[src/rtl/pcm_slot_map_pkg.sv]
// Package: register map, field positions and reset values of the PCM slot map control
package pcm_slot_map_pkg;

  localparam int AXI_ADDR_W = 12;
  localparam int RX_LANES = 8;
  localparam int SLOT_W = 4;

  localparam logic [AXI_ADDR_W-1:0] OFS_TX_LANE3_MAP = 12'h0F0;
  localparam logic [AXI_ADDR_W-1:0] OFS_RX_MAP [RX_LANES] = '{
    12'h0F4, 12'h0F8, 12'h0FC, 12'h100, 12'h104, 12'h108, 12'h10C, 12'h110
  };
  localparam logic [AXI_ADDR_W-1:0] OFS_DATA_CTRL = 12'h114;
  localparam logic [AXI_ADDR_W-1:0] OFS_MASTER_EN = 12'h118;
  localparam logic [AXI_ADDR_W-1:0] OFS_TX_FLOAT = 12'h11C;

  localparam int BIT_LANE_ON = 7;
  localparam int BIT_RX_INTERLEAVE = 5;
  localparam int BIT_TX_INTERLEAVE = 1;
  localparam int BIT_MASTER_EN = 0;
  localparam int BIT_TX_LANE3_FLOAT = 3;

  localparam logic LANE_ON_RESET = 1'h0;
  localparam logic INTERLEAVE_RESET = 1'h0;
  localparam logic MASTER_EN_RESET = 1'h0;
  localparam logic TX_FLOAT_RESET = 1'h0;
  localparam logic [SLOT_W-1:0] TX_LANE3_SLOT_RESET = 4'h0;
  localparam logic [SLOT_W-1:0] RX_SLOT_RESET [RX_LANES] = '{
    4'h0, 4'h1, 4'h2, 4'h3, 4'h4, 4'h5, 4'h6, 4'h7
  };

  // Lane index parity used to tag interleaved transmit samples
  localparam logic TX_LANE3_PARITY = 1'h1;

  localparam logic [1:0] RESP_OKAY = 2'h0;
  localparam logic [1:0] RESP_SLVERR = 2'h2;

endpackage

[src/rtl/capture_mem_if.sv]
// Interface: write and read port between slot logic and the receive capture store
`timescale 1ns/1ps
interface capture_mem_if #(
  parameter int LANES = 8,
  parameter int WORD_W = 16
);
  logic [LANES-1:0] wr_en;
  logic [WORD_W-1:0] wr_data;
  logic [$clog2(LANES)-1:0] rd_addr;
  logic [WORD_W-1:0] rd_data;

  modport writer(output wr_en, output wr_data, output rd_addr, input rd_data);
  modport store(input wr_en, input wr_data, input rd_addr, output rd_data);
endinterface

[src/rtl/pcm_capture_mem.sv]
// Module: per-lane store of the last received sample, registered read port
`timescale 1ns/1ps
module pcm_capture_mem #(
  parameter int LANES = 8,
  parameter int WORD_W = 16
) (
  input wire logic core_clk_in,
  input wire logic reset_in,
  capture_mem_if.store mem
);

  logic [WORD_W-1:0] words [LANES];

  genvar g;
  generate
    for (g = 0; g < LANES; g++) begin : g_word
      always_ff @(posedge core_clk_in) begin
        if (reset_in) begin
          words[g] <= '0;
        end else if (mem.wr_en[g]) begin
          words[g] <= mem.wr_data;
        end
      end
    end
  endgenerate

  always_ff @(posedge core_clk_in) begin
    if (reset_in) begin
      mem.rd_data <= '0;
    end else begin
      mem.rd_data <= words[mem.rd_addr];
    end
  end

endmodule

[src/rtl/pcm_slot_map_control.sv]
// Module: PCM slot map control with AXI4-Lite registers and slot steering
`timescale 1ns/1ps

// Function
// RULE1 - Transmit lane 3 on bit 7 turns that lane on; resets off.
// RULE2 - Bits 3:0 of each map register select the bus slot of that lane.
// RULE3 - Receive lane n on bit 7 enables reception of lane n; resets off.
// RULE4 - Receive lane n slot selector resets to n, lanes 0 to 7.
// RULE5 - Transmit lane 3 slot selector resets to slot zero.
// RULE6 - Software sets receive interleave only when port rate is half bus rate.
// RULE7 - Receive interleave lets two lanes share one slot alternately.
// RULE8 - In receive interleave the sample LSB picks which sharing lane gets it.
// RULE9 - Control bit 1 enables transmit interleave; software uses it at half rate.
// RULE10 - Master enable bit 0 switches the whole subsystem on; resets off.
// RULE11 - Disabled transmit slot drives low, or floats when float option set.
// RULE12 - Reserved bits read zero and ignore writes.
module pcm_slot_map_control
  import pcm_slot_map_pkg::*;
#(
  parameter int SAMPLE_W = 16
) (
  input wire logic core_clk_in,
  input wire logic reset_in,
  input wire logic [AXI_ADDR_W-1:0] s_axi_awaddr_in,
  input wire logic s_axi_awvalid_in,
  output logic s_axi_awready_out,
  input wire logic [31:0] s_axi_wdata_in,
  input wire logic [3:0] s_axi_wstrb_in,
  input wire logic s_axi_wvalid_in,
  output logic s_axi_wready_out,
  output logic [1:0] s_axi_bresp_out,
  output logic s_axi_bvalid_out,
  input wire logic s_axi_bready_in,
  input wire logic [AXI_ADDR_W-1:0] s_axi_araddr_in,
  input wire logic s_axi_arvalid_in,
  output logic s_axi_arready_out,
  output logic [31:0] s_axi_rdata_out,
  output logic [1:0] s_axi_rresp_out,
  output logic s_axi_rvalid_out,
  input wire logic s_axi_rready_in,
  input wire logic frame_start_in,
  input wire logic slot_tick_in,
  input wire logic [SLOT_W-1:0] slot_index_in,
  input wire logic rx_sample_valid_in,
  input wire logic [SAMPLE_W-1:0] rx_sample_in,
  input wire logic [SAMPLE_W-1:0] tx_feed_lane3_in,
  output logic tx_feed_lane3_taken_out,
  output logic [SAMPLE_W-1:0] tx_data_out,
  output logic tx_drive_out,
  output logic [RX_LANES-1:0] rx_lane_got_out,
  input wire logic [$clog2(RX_LANES)-1:0] cap_rd_lane_in,
  output logic [SAMPLE_W-1:0] cap_rd_data_out,
  output logic audio_on_out
);

  // Control registers
  logic tx_lane3_on;
  logic [SLOT_W-1:0] tx_lane3_slot_select;
  logic tx_lane3_float_when_off;
  logic [RX_LANES-1:0] rx_lane_on;
  logic [SLOT_W-1:0] rx_lane_slot_select [RX_LANES];
  logic rx_interleave;
  logic tx_interleave;
  logic audio_master_enable;
  logic frame_parity;

  // Write channel: address and data are taken together, one write in flight
  wire wr_fire = s_axi_awvalid_in & s_axi_wvalid_in & ~s_axi_bvalid_out;
  wire wr_low = wr_fire & s_axi_wstrb_in[0];
  wire [7:0] wbyte = s_axi_wdata_in[7:0];
  wire wr_hit_tx3 = (s_axi_awaddr_in == OFS_TX_LANE3_MAP);
  wire wr_hit_ctrl = (s_axi_awaddr_in == OFS_DATA_CTRL);
  wire wr_hit_master = (s_axi_awaddr_in == OFS_MASTER_EN);
  wire wr_hit_float = (s_axi_awaddr_in == OFS_TX_FLOAT);
  logic [RX_LANES-1:0] wr_hit_rx;
  wire wr_mapped = wr_hit_tx3 | wr_hit_ctrl | wr_hit_master | wr_hit_float | (|wr_hit_rx);

  assign s_axi_awready_out = wr_fire;
  assign s_axi_wready_out = wr_fire;

  // Read channel: one read in flight, data registered
  wire rd_fire = s_axi_arvalid_in & ~s_axi_rvalid_out;
  assign s_axi_arready_out = ~s_axi_rvalid_out;
  logic [RX_LANES-1:0] rd_hit_rx;
  logic [31:0] rx_map_word [RX_LANES];
  logic [31:0] rx_map_sel [RX_LANES];
  wire rd_hit_tx3 = (s_axi_araddr_in == OFS_TX_LANE3_MAP);
  wire rd_hit_ctrl = (s_axi_araddr_in == OFS_DATA_CTRL);
  wire rd_hit_master = (s_axi_araddr_in == OFS_MASTER_EN);
  wire rd_hit_float = (s_axi_araddr_in == OFS_TX_FLOAT);
  wire rd_mapped = rd_hit_tx3 | rd_hit_ctrl | rd_hit_master | rd_hit_float | (|rd_hit_rx);

  wire [31:0] tx3_word = {24'h000000, tx_lane3_on, 3'h0, tx_lane3_slot_select}; // RULE12
  wire [31:0] ctrl_word = {26'h0000000, rx_interleave, 3'h0, tx_interleave, 1'h0}; // RULE12
  wire [31:0] master_word = {31'h00000000, audio_master_enable}; // RULE12
  wire [31:0] float_word = {28'h0000000, tx_lane3_float_when_off, 3'h0}; // RULE12

  // Receive slot match per lane
  logic [RX_LANES-1:0] rx_hit;
  capture_mem_if #(.LANES(RX_LANES), .WORD_W(SAMPLE_W)) cap_if ();

  genvar n;
  generate
    for (n = 0; n < RX_LANES; n++) begin : g_rx
      assign wr_hit_rx[n] = (s_axi_awaddr_in == OFS_RX_MAP[n]);
      assign rd_hit_rx[n] = (s_axi_araddr_in == OFS_RX_MAP[n]);
      assign rx_map_word[n] = {24'h000000, rx_lane_on[n], 3'h0, rx_lane_slot_select[n]}; // RULE12
      if (n == 0) begin : g_first
        assign rx_map_sel[n] = rd_hit_rx[n] ? rx_map_word[n] : 32'h00000000;
      end else begin : g_next
        assign rx_map_sel[n] = rd_hit_rx[n] ? rx_map_word[n] : rx_map_sel[n-1];
      end

      // Interleave: the sample LSB names the even or odd lane of a pair
      assign rx_hit[n] = audio_master_enable & rx_lane_on[n] & rx_sample_valid_in // RULE3
        & (slot_index_in == rx_lane_slot_select[n]) // RULE2
        & (~rx_interleave | (rx_sample_in[0] == 1'(n % 2))); // RULE7 RULE8

      always_ff @(posedge core_clk_in) begin
        if (reset_in) begin
          rx_lane_on[n] <= LANE_ON_RESET; // RULE3
          rx_lane_slot_select[n] <= RX_SLOT_RESET[n]; // RULE4
        end else if (wr_low & wr_hit_rx[n]) begin
          rx_lane_on[n] <= wbyte[BIT_LANE_ON]; // RULE3
          rx_lane_slot_select[n] <= wbyte[SLOT_W-1:0]; // RULE2
        end
      end
    end
  endgenerate

  wire [31:0] rd_word = rd_hit_tx3 ? tx3_word :
                        rd_hit_ctrl ? ctrl_word :
                        rd_hit_master ? master_word :
                        rd_hit_float ? float_word :
                        rx_map_sel[RX_LANES-1];

  always_ff @(posedge core_clk_in) begin
    if (reset_in) begin
      tx_lane3_on <= LANE_ON_RESET; // RULE1
      tx_lane3_slot_select <= TX_LANE3_SLOT_RESET; // RULE5
      tx_lane3_float_when_off <= TX_FLOAT_RESET;
      rx_interleave <= INTERLEAVE_RESET;
      tx_interleave <= INTERLEAVE_RESET;
      audio_master_enable <= MASTER_EN_RESET; // RULE10
    end else if (wr_low) begin
      if (wr_hit_tx3) begin
        tx_lane3_on <= wbyte[BIT_LANE_ON]; // RULE1
        tx_lane3_slot_select <= wbyte[SLOT_W-1:0]; // RULE2
      end
      if (wr_hit_ctrl) begin
        rx_interleave <= wbyte[BIT_RX_INTERLEAVE]; // RULE7
        tx_interleave <= wbyte[BIT_TX_INTERLEAVE]; // RULE9
      end
      if (wr_hit_master) begin
        audio_master_enable <= wbyte[BIT_MASTER_EN]; // RULE10
      end
      if (wr_hit_float) begin
        tx_lane3_float_when_off <= wbyte[BIT_TX_LANE3_FLOAT];
      end
    end
  end

  always_ff @(posedge core_clk_in) begin
    if (reset_in) begin
      s_axi_bvalid_out <= 1'h0;
      s_axi_bresp_out <= RESP_OKAY;
    end else if (wr_fire) begin
      s_axi_bvalid_out <= 1'h1;
      s_axi_bresp_out <= wr_mapped ? RESP_OKAY : RESP_SLVERR;
    end else if (s_axi_bready_in) begin
      s_axi_bvalid_out <= 1'h0;
    end
  end

  always_ff @(posedge core_clk_in) begin
    if (reset_in) begin
      s_axi_rvalid_out <= 1'h0;
      s_axi_rdata_out <= 32'h00000000;
      s_axi_rresp_out <= RESP_OKAY;
    end else if (rd_fire) begin
      s_axi_rvalid_out <= 1'h1;
      s_axi_rdata_out <= rd_word;
      s_axi_rresp_out <= rd_mapped ? RESP_OKAY : RESP_SLVERR;
    end else if (s_axi_rready_in) begin
      s_axi_rvalid_out <= 1'h0;
    end
  end

  // Receive capture: every matching lane stores the same sample
  assign cap_if.wr_en = rx_hit;
  assign cap_if.wr_data = rx_sample_in;
  assign cap_if.rd_addr = cap_rd_lane_in;
  assign cap_rd_data_out = cap_if.rd_data;

  pcm_capture_mem #(.LANES(RX_LANES), .WORD_W(SAMPLE_W)) u_capture (
    .core_clk_in(core_clk_in),
    .reset_in(reset_in),
    .mem(cap_if.store)
  );

  always_ff @(posedge core_clk_in) begin
    if (reset_in) begin
      rx_lane_got_out <= '0;
    end else begin
      rx_lane_got_out <= rx_hit;
    end
  end

  // Transmit lane 3: in interleave it owns its slot on odd frames only
  wire tx_slot_match = slot_tick_in & audio_master_enable
    & (slot_index_in == tx_lane3_slot_select); // RULE2 RULE10
  wire tx_own = ~tx_interleave | frame_parity; // RULE9
  wire tx_send = tx_slot_match & tx_own & tx_lane3_on; // RULE1
  wire [SAMPLE_W-1:0] tx_word = tx_interleave ?
    {tx_feed_lane3_in[SAMPLE_W-1:1], TX_LANE3_PARITY} : tx_feed_lane3_in; // RULE9

  always_ff @(posedge core_clk_in) begin
    if (reset_in) begin
      frame_parity <= 1'h0;
    end else if (frame_start_in) begin
      frame_parity <= ~frame_parity;
    end
  end

  always_ff @(posedge core_clk_in) begin
    if (reset_in) begin
      tx_data_out <= '0;
      tx_drive_out <= 1'h0;
      tx_feed_lane3_taken_out <= 1'h0;
    end else begin
      tx_feed_lane3_taken_out <= tx_send;
      if (tx_send) begin
        tx_data_out <= tx_word;
        tx_drive_out <= 1'h1;
      end else if (tx_slot_match & tx_own) begin
        tx_data_out <= '0; // RULE11
        tx_drive_out <= ~tx_lane3_float_when_off; // RULE11
      end else if (slot_tick_in) begin
        tx_data_out <= '0;
        tx_drive_out <= 1'h0;
      end
    end
  end

  assign audio_on_out = audio_master_enable; // RULE10

endmodule

[config.mk]
export PLATFORM = sky130hd
export DESIGN_NAME = pcm_slot_map_control
export DESIGN_NICKNAME = d
export VERILOG_FILES = /design/src/rtl/pcm_slot_map_pkg.sv /design/src/rtl/capture_mem_if.sv /design/src/rtl/pcm_capture_mem.sv /design/src/rtl/pcm_slot_map_control.sv
export SDC_FILE = /design/constraint.sdc
export NUM_CORES = 1
export LEC_CHECK = 0
export BUFFER_PORTS_ARGS = -buffer_cell sky130_fd_sc_hd__buf_2
export CAP_MARGIN = 0
export CORE_ASPECT_RATIO = 1.1
export CORE_UTILIZATION = 40
export CTS_BUF_LIST = sky130_fd_sc_hd__clkbuf_16
export CTS_CLUSTER_DIAMETER = 120
export DETAILED_ROUTE_END_ITERATION = 8
export HOLD_SLACK_MARGIN = 0.05
export PLACE_DENSITY = 0.62
export SLEW_MARGIN = 5
export SYNTH_ARGS = -nofsm -noshare
export SYNTH_HDL_FRONTEND = slang
export SYNTH_SLANG_ARGS = --single-unit
[constraint.sdc]
create_clock -name core_clk_in -period 2.6 [get_ports core_clk_in]
set_input_delay 0.13 -clock core_clk_in [delete_from_list [all_inputs] [get_ports core_clk_in]]
set_output_delay 0.13 -clock core_clk_in [all_outputs]
set_load 0.05 [all_outputs]
==> metrics.md <==
| Metric | Value |
|---|---|
| Number of max-cap violations | 0 |
| # DRC | 0 |
| Library cells used by synthesis | 74 |
| CP delay by family, top | simple AND/OR/NAND/NOR gates |
| Crit Path Class | reg -> reg |
| DIE HEIGHT | approximately 170 um |
| Clock slew at reported path FFs | 0.06 ns |
| 1st-pass router iterations | 5 |
| Initial antenna violation count | 1 |
| Most common cell in the netlist | edfxtp_1 |
| Synth top area share | 44.6% |
| Die width | between 150 and 200 um |
| Leak Pwr | between 5 and 6 nW |
| Wire per inst | 18.6 um |
| GPL Wtd Cong | 0.885 |
| Post-route design area | 0.0130 mm^2 |
| Seq/Total Area, Yosys | between 50% and 60% |
| Mapped Area | around 0.011 mm^2 |
| Area grow syn2layout | 20.8% |
| Setup Fix Bufs, Post-CTS | 0 |
| Vias in the first global route | 7,223 |
| Status | finished clean |
| Hold Violations, Final | 0 |
| Fmax | between 0.4 and 0.5 GHz |
| Post-synth EDFFs | 160 |
| Crit Path Max Fanout | 9 |
| Dominant synthesized flop cell | edfxtp_1 |
| Share of cells above drive strength 1 | 24.1% |
| Top post-synthesis cells by area | edfxtp_1 (45%), dfxtp_1 (13%), and2_1 (8.1%) |
| Area post-placement | 0.0118 mm^2 |
| Clk buf depth | 3 |
| Setup TNS | 0 ns |
| RSZ-0062 raised after global routing | false |
| Nets | 1,169 |
| Clock Latency Late Sink | about 0.52 ns |
| Setup slack, reg-to-reg | 0.37 ns |
| Root buf cell | clkbuf_16 |
| VDD IR max | between 0.3 and 0.4 mV |
| Initial Util | 41.0% |
| Crit path max-delay cell type | nor4_4 |
| Htree depth | 1 |
| Post-route minimum period | 2.23 ns |
| Largest net degree at the start of global routing | 29 |
| Die area | 0.0276 mm^2 |
| Cell taking the most area after synthesis | edfxtp_1 |
| Total clock sinks | 230 |
| First-pass GRT wire length | 40,600 um |
| Clk_skew | 0.0142 ns |
| Worst slew pin tran | 0.916 ns |
| Hold WS | 0.0558 ns |
| CP startpoint kind | flip-flop |
| DRT antenna net count | 0 |
| PnR Total Power | 8.02 mW |
| Port-buffer cells | 135 |
| Final-report max-slew violation count | 0 |
| Via count | ~7,300 |
| Buf/Inv on CP | 1 |
| Final setup viols | 0 |
| Required time worst endpoint | 3.06 ns |
| CP Cell Sequence | nand4b_1, nor4_4, nand3_1, dlygate4sd3_1, a21oi_1 |
| Vias per cell | 5.10 |
| Final wirelength | 26,700 um |
| N_diodes | 0 |
| Max_slew headroom | 38.7% |
| Cells resized by post-CTS repair | 0 |
| WP data arrival | between 2 and 3 ns |
| Cells after Synth | around 870 |
| PD cells | approximately 620 mW/mm^2 |
| CP Capture Type | flip-flop |
| #FFs+latches synth | 230 |
| Post-DP HPWL | 17,600 um |
| CTS tree | done |
| Core area | approximately 0.026 mm^2 |
| Hold Buf Count CTS | 51 |
| Synthesized area per cell | ~12 um^2 |
| Worst Hold Class | in -> reg |
| CP max stage delay | 0.62 ns |
| 1st-iter DRT viols | 440 |
| Most frequent cells after synthesis | edfxtp_1 (160), and2_1 (140), dfxtp_1 (70) |
| GRT Residual Overflow | 0 |
| Yosys Warn Count | 0 |
| Final period util | 85.9% |
| Ys async rst share | 0% |
| # rows | 62 |
| I/O pin total | 193 |
| TritonCTS buffer count | 25 |
| GR Util All Layers | 19.6% |
-- sequential cells by signal (all words and copies together) (netlist names) --
signal,cells
audio_on_out,1
frame_parity,1
rx_interleave,1
rx_lane_got_out,8
rx_lane_on,8
rx_lane_slot_select,32
s_axi_bresp_out,1
s_axi_bvalid_out,1
s_axi_rdata_out,6
s_axi_rresp_out,1
s_axi_rvalid_out,1
tx_data_out,16
tx_drive_out,1
tx_feed_lane3_taken_out,1
tx_interleave,1
tx_lane3_float_when_off,1
tx_lane3_on,1
tx_lane3_slot_select,4
u_capture.mem.rd_data,16
u_capture.words,128
-- kinds of logic (layout without fill, tap and decap cells) --
group	after synthesis	after routing	synth area share [%]
xor+xnor	38	38	3.09
simple gates	359	359	19.6
other cells	1	28	0.0348
flops	230	230	57.5
buf+inv	92	276	4.68
compound gates	90	90	5.94
mux	58	58	9.15
-- area by class of cell --
cell class                 count  area [um^2]
timing repair buffer         212         1410
inverter                      18         67.6
fill                        2373        13300
clock buffer                  26          651
tap                          352          440
clock inverter                20         85.1
sequential                   230         6210
multi-input combinational    573         4180
-- per-stage QoR --
step	setup WS [ns]	instances	utilization [%]
2_1_floorplan	0.600	895	-
3_3_place_gp	0.557	1334	44.8
3_5_place_dp	0.533	1334	44.8
4_1_cts	0.359	1431	49.6
5_1_grt	0.230	1431	49.6
6_report	0.368	1431	49.6
-- tightest hold or removal path, cell delays in order --
cell and delay [ns]:
buf_2 0.10, nand2_1 0.14, nand2_1 0.11, a21oi_1 0.05
-- final timing paths --
| kind | from | end | cells past startpoint |
|---|---|---|---|
| setup / recovery | s_axi_bvalid_out$_SDFFE_PP0P_ | tx_lane3_slot_select[2]$_SDFFE_PP0P_ | 5 |
| hold / removal | s_axi_arvalid_in | s_axi_rdata_out[5]$_SDFFE_PP0P_ | 4 |
| setup reg to reg | s_axi_bvalid_out$_SDFFE_PP0P_ | tx_lane3_slot_select[2]$_SDFFE_PP0P_ | 5 |
| hold reg to reg | s_axi_rdata_out[5]$_SDFFE_PP0P_ | s_axi_rdata_out[5]$_SDFFE_PP0P_ | 2 |
-- power breakdown --
| part | total, mW | leakage (nW) | internal [mW] | switching [mW] |
|---|---|---|---|---|
| clock | 3.18 | 0.400 | 1.79 | 1.39 |
| combinational | 0.796 | 2.57 | 0.281 | 0.514 |
| sequential | 4.05 | 2.20 | 4.01 | 0.0376 |
-- placed cells by master (no fill, tap or decap), drive strengths merged, types with 3 or more instances in the layout --
cell type	n
o211ai	4
mux2i	21
xnor2	29
or4b	4
clkbuf	26
dfxtp	70
conb	28
and2	140
or2	16
and2b	7
o21ai	10
a22o	18
nand2b	8
a21oi	28
xor2	9
mux2	5
buf	161
inv	31
mux4	32
dlygate4sd3	51
and3	11
nor4	15
nor2	44
a31oi	3
clkinv	6
nand2	50
nor4b	3
a22oi	4
or3	10
edfxtp	160
a211oi	4
nand4	5
nor2b	4
nor3	12
nand3	20
-- metal layers --
layer	vias up	GRT usage (%)	part of all wire [%]
li1	3470	-	-
met1	3582	24.8	43
met2	202	33.9	51
met3	44	3.24	4.6
met4	2	5.61	2.1
met5	-	0	0.030
Power figures use the tool's default switching activity.
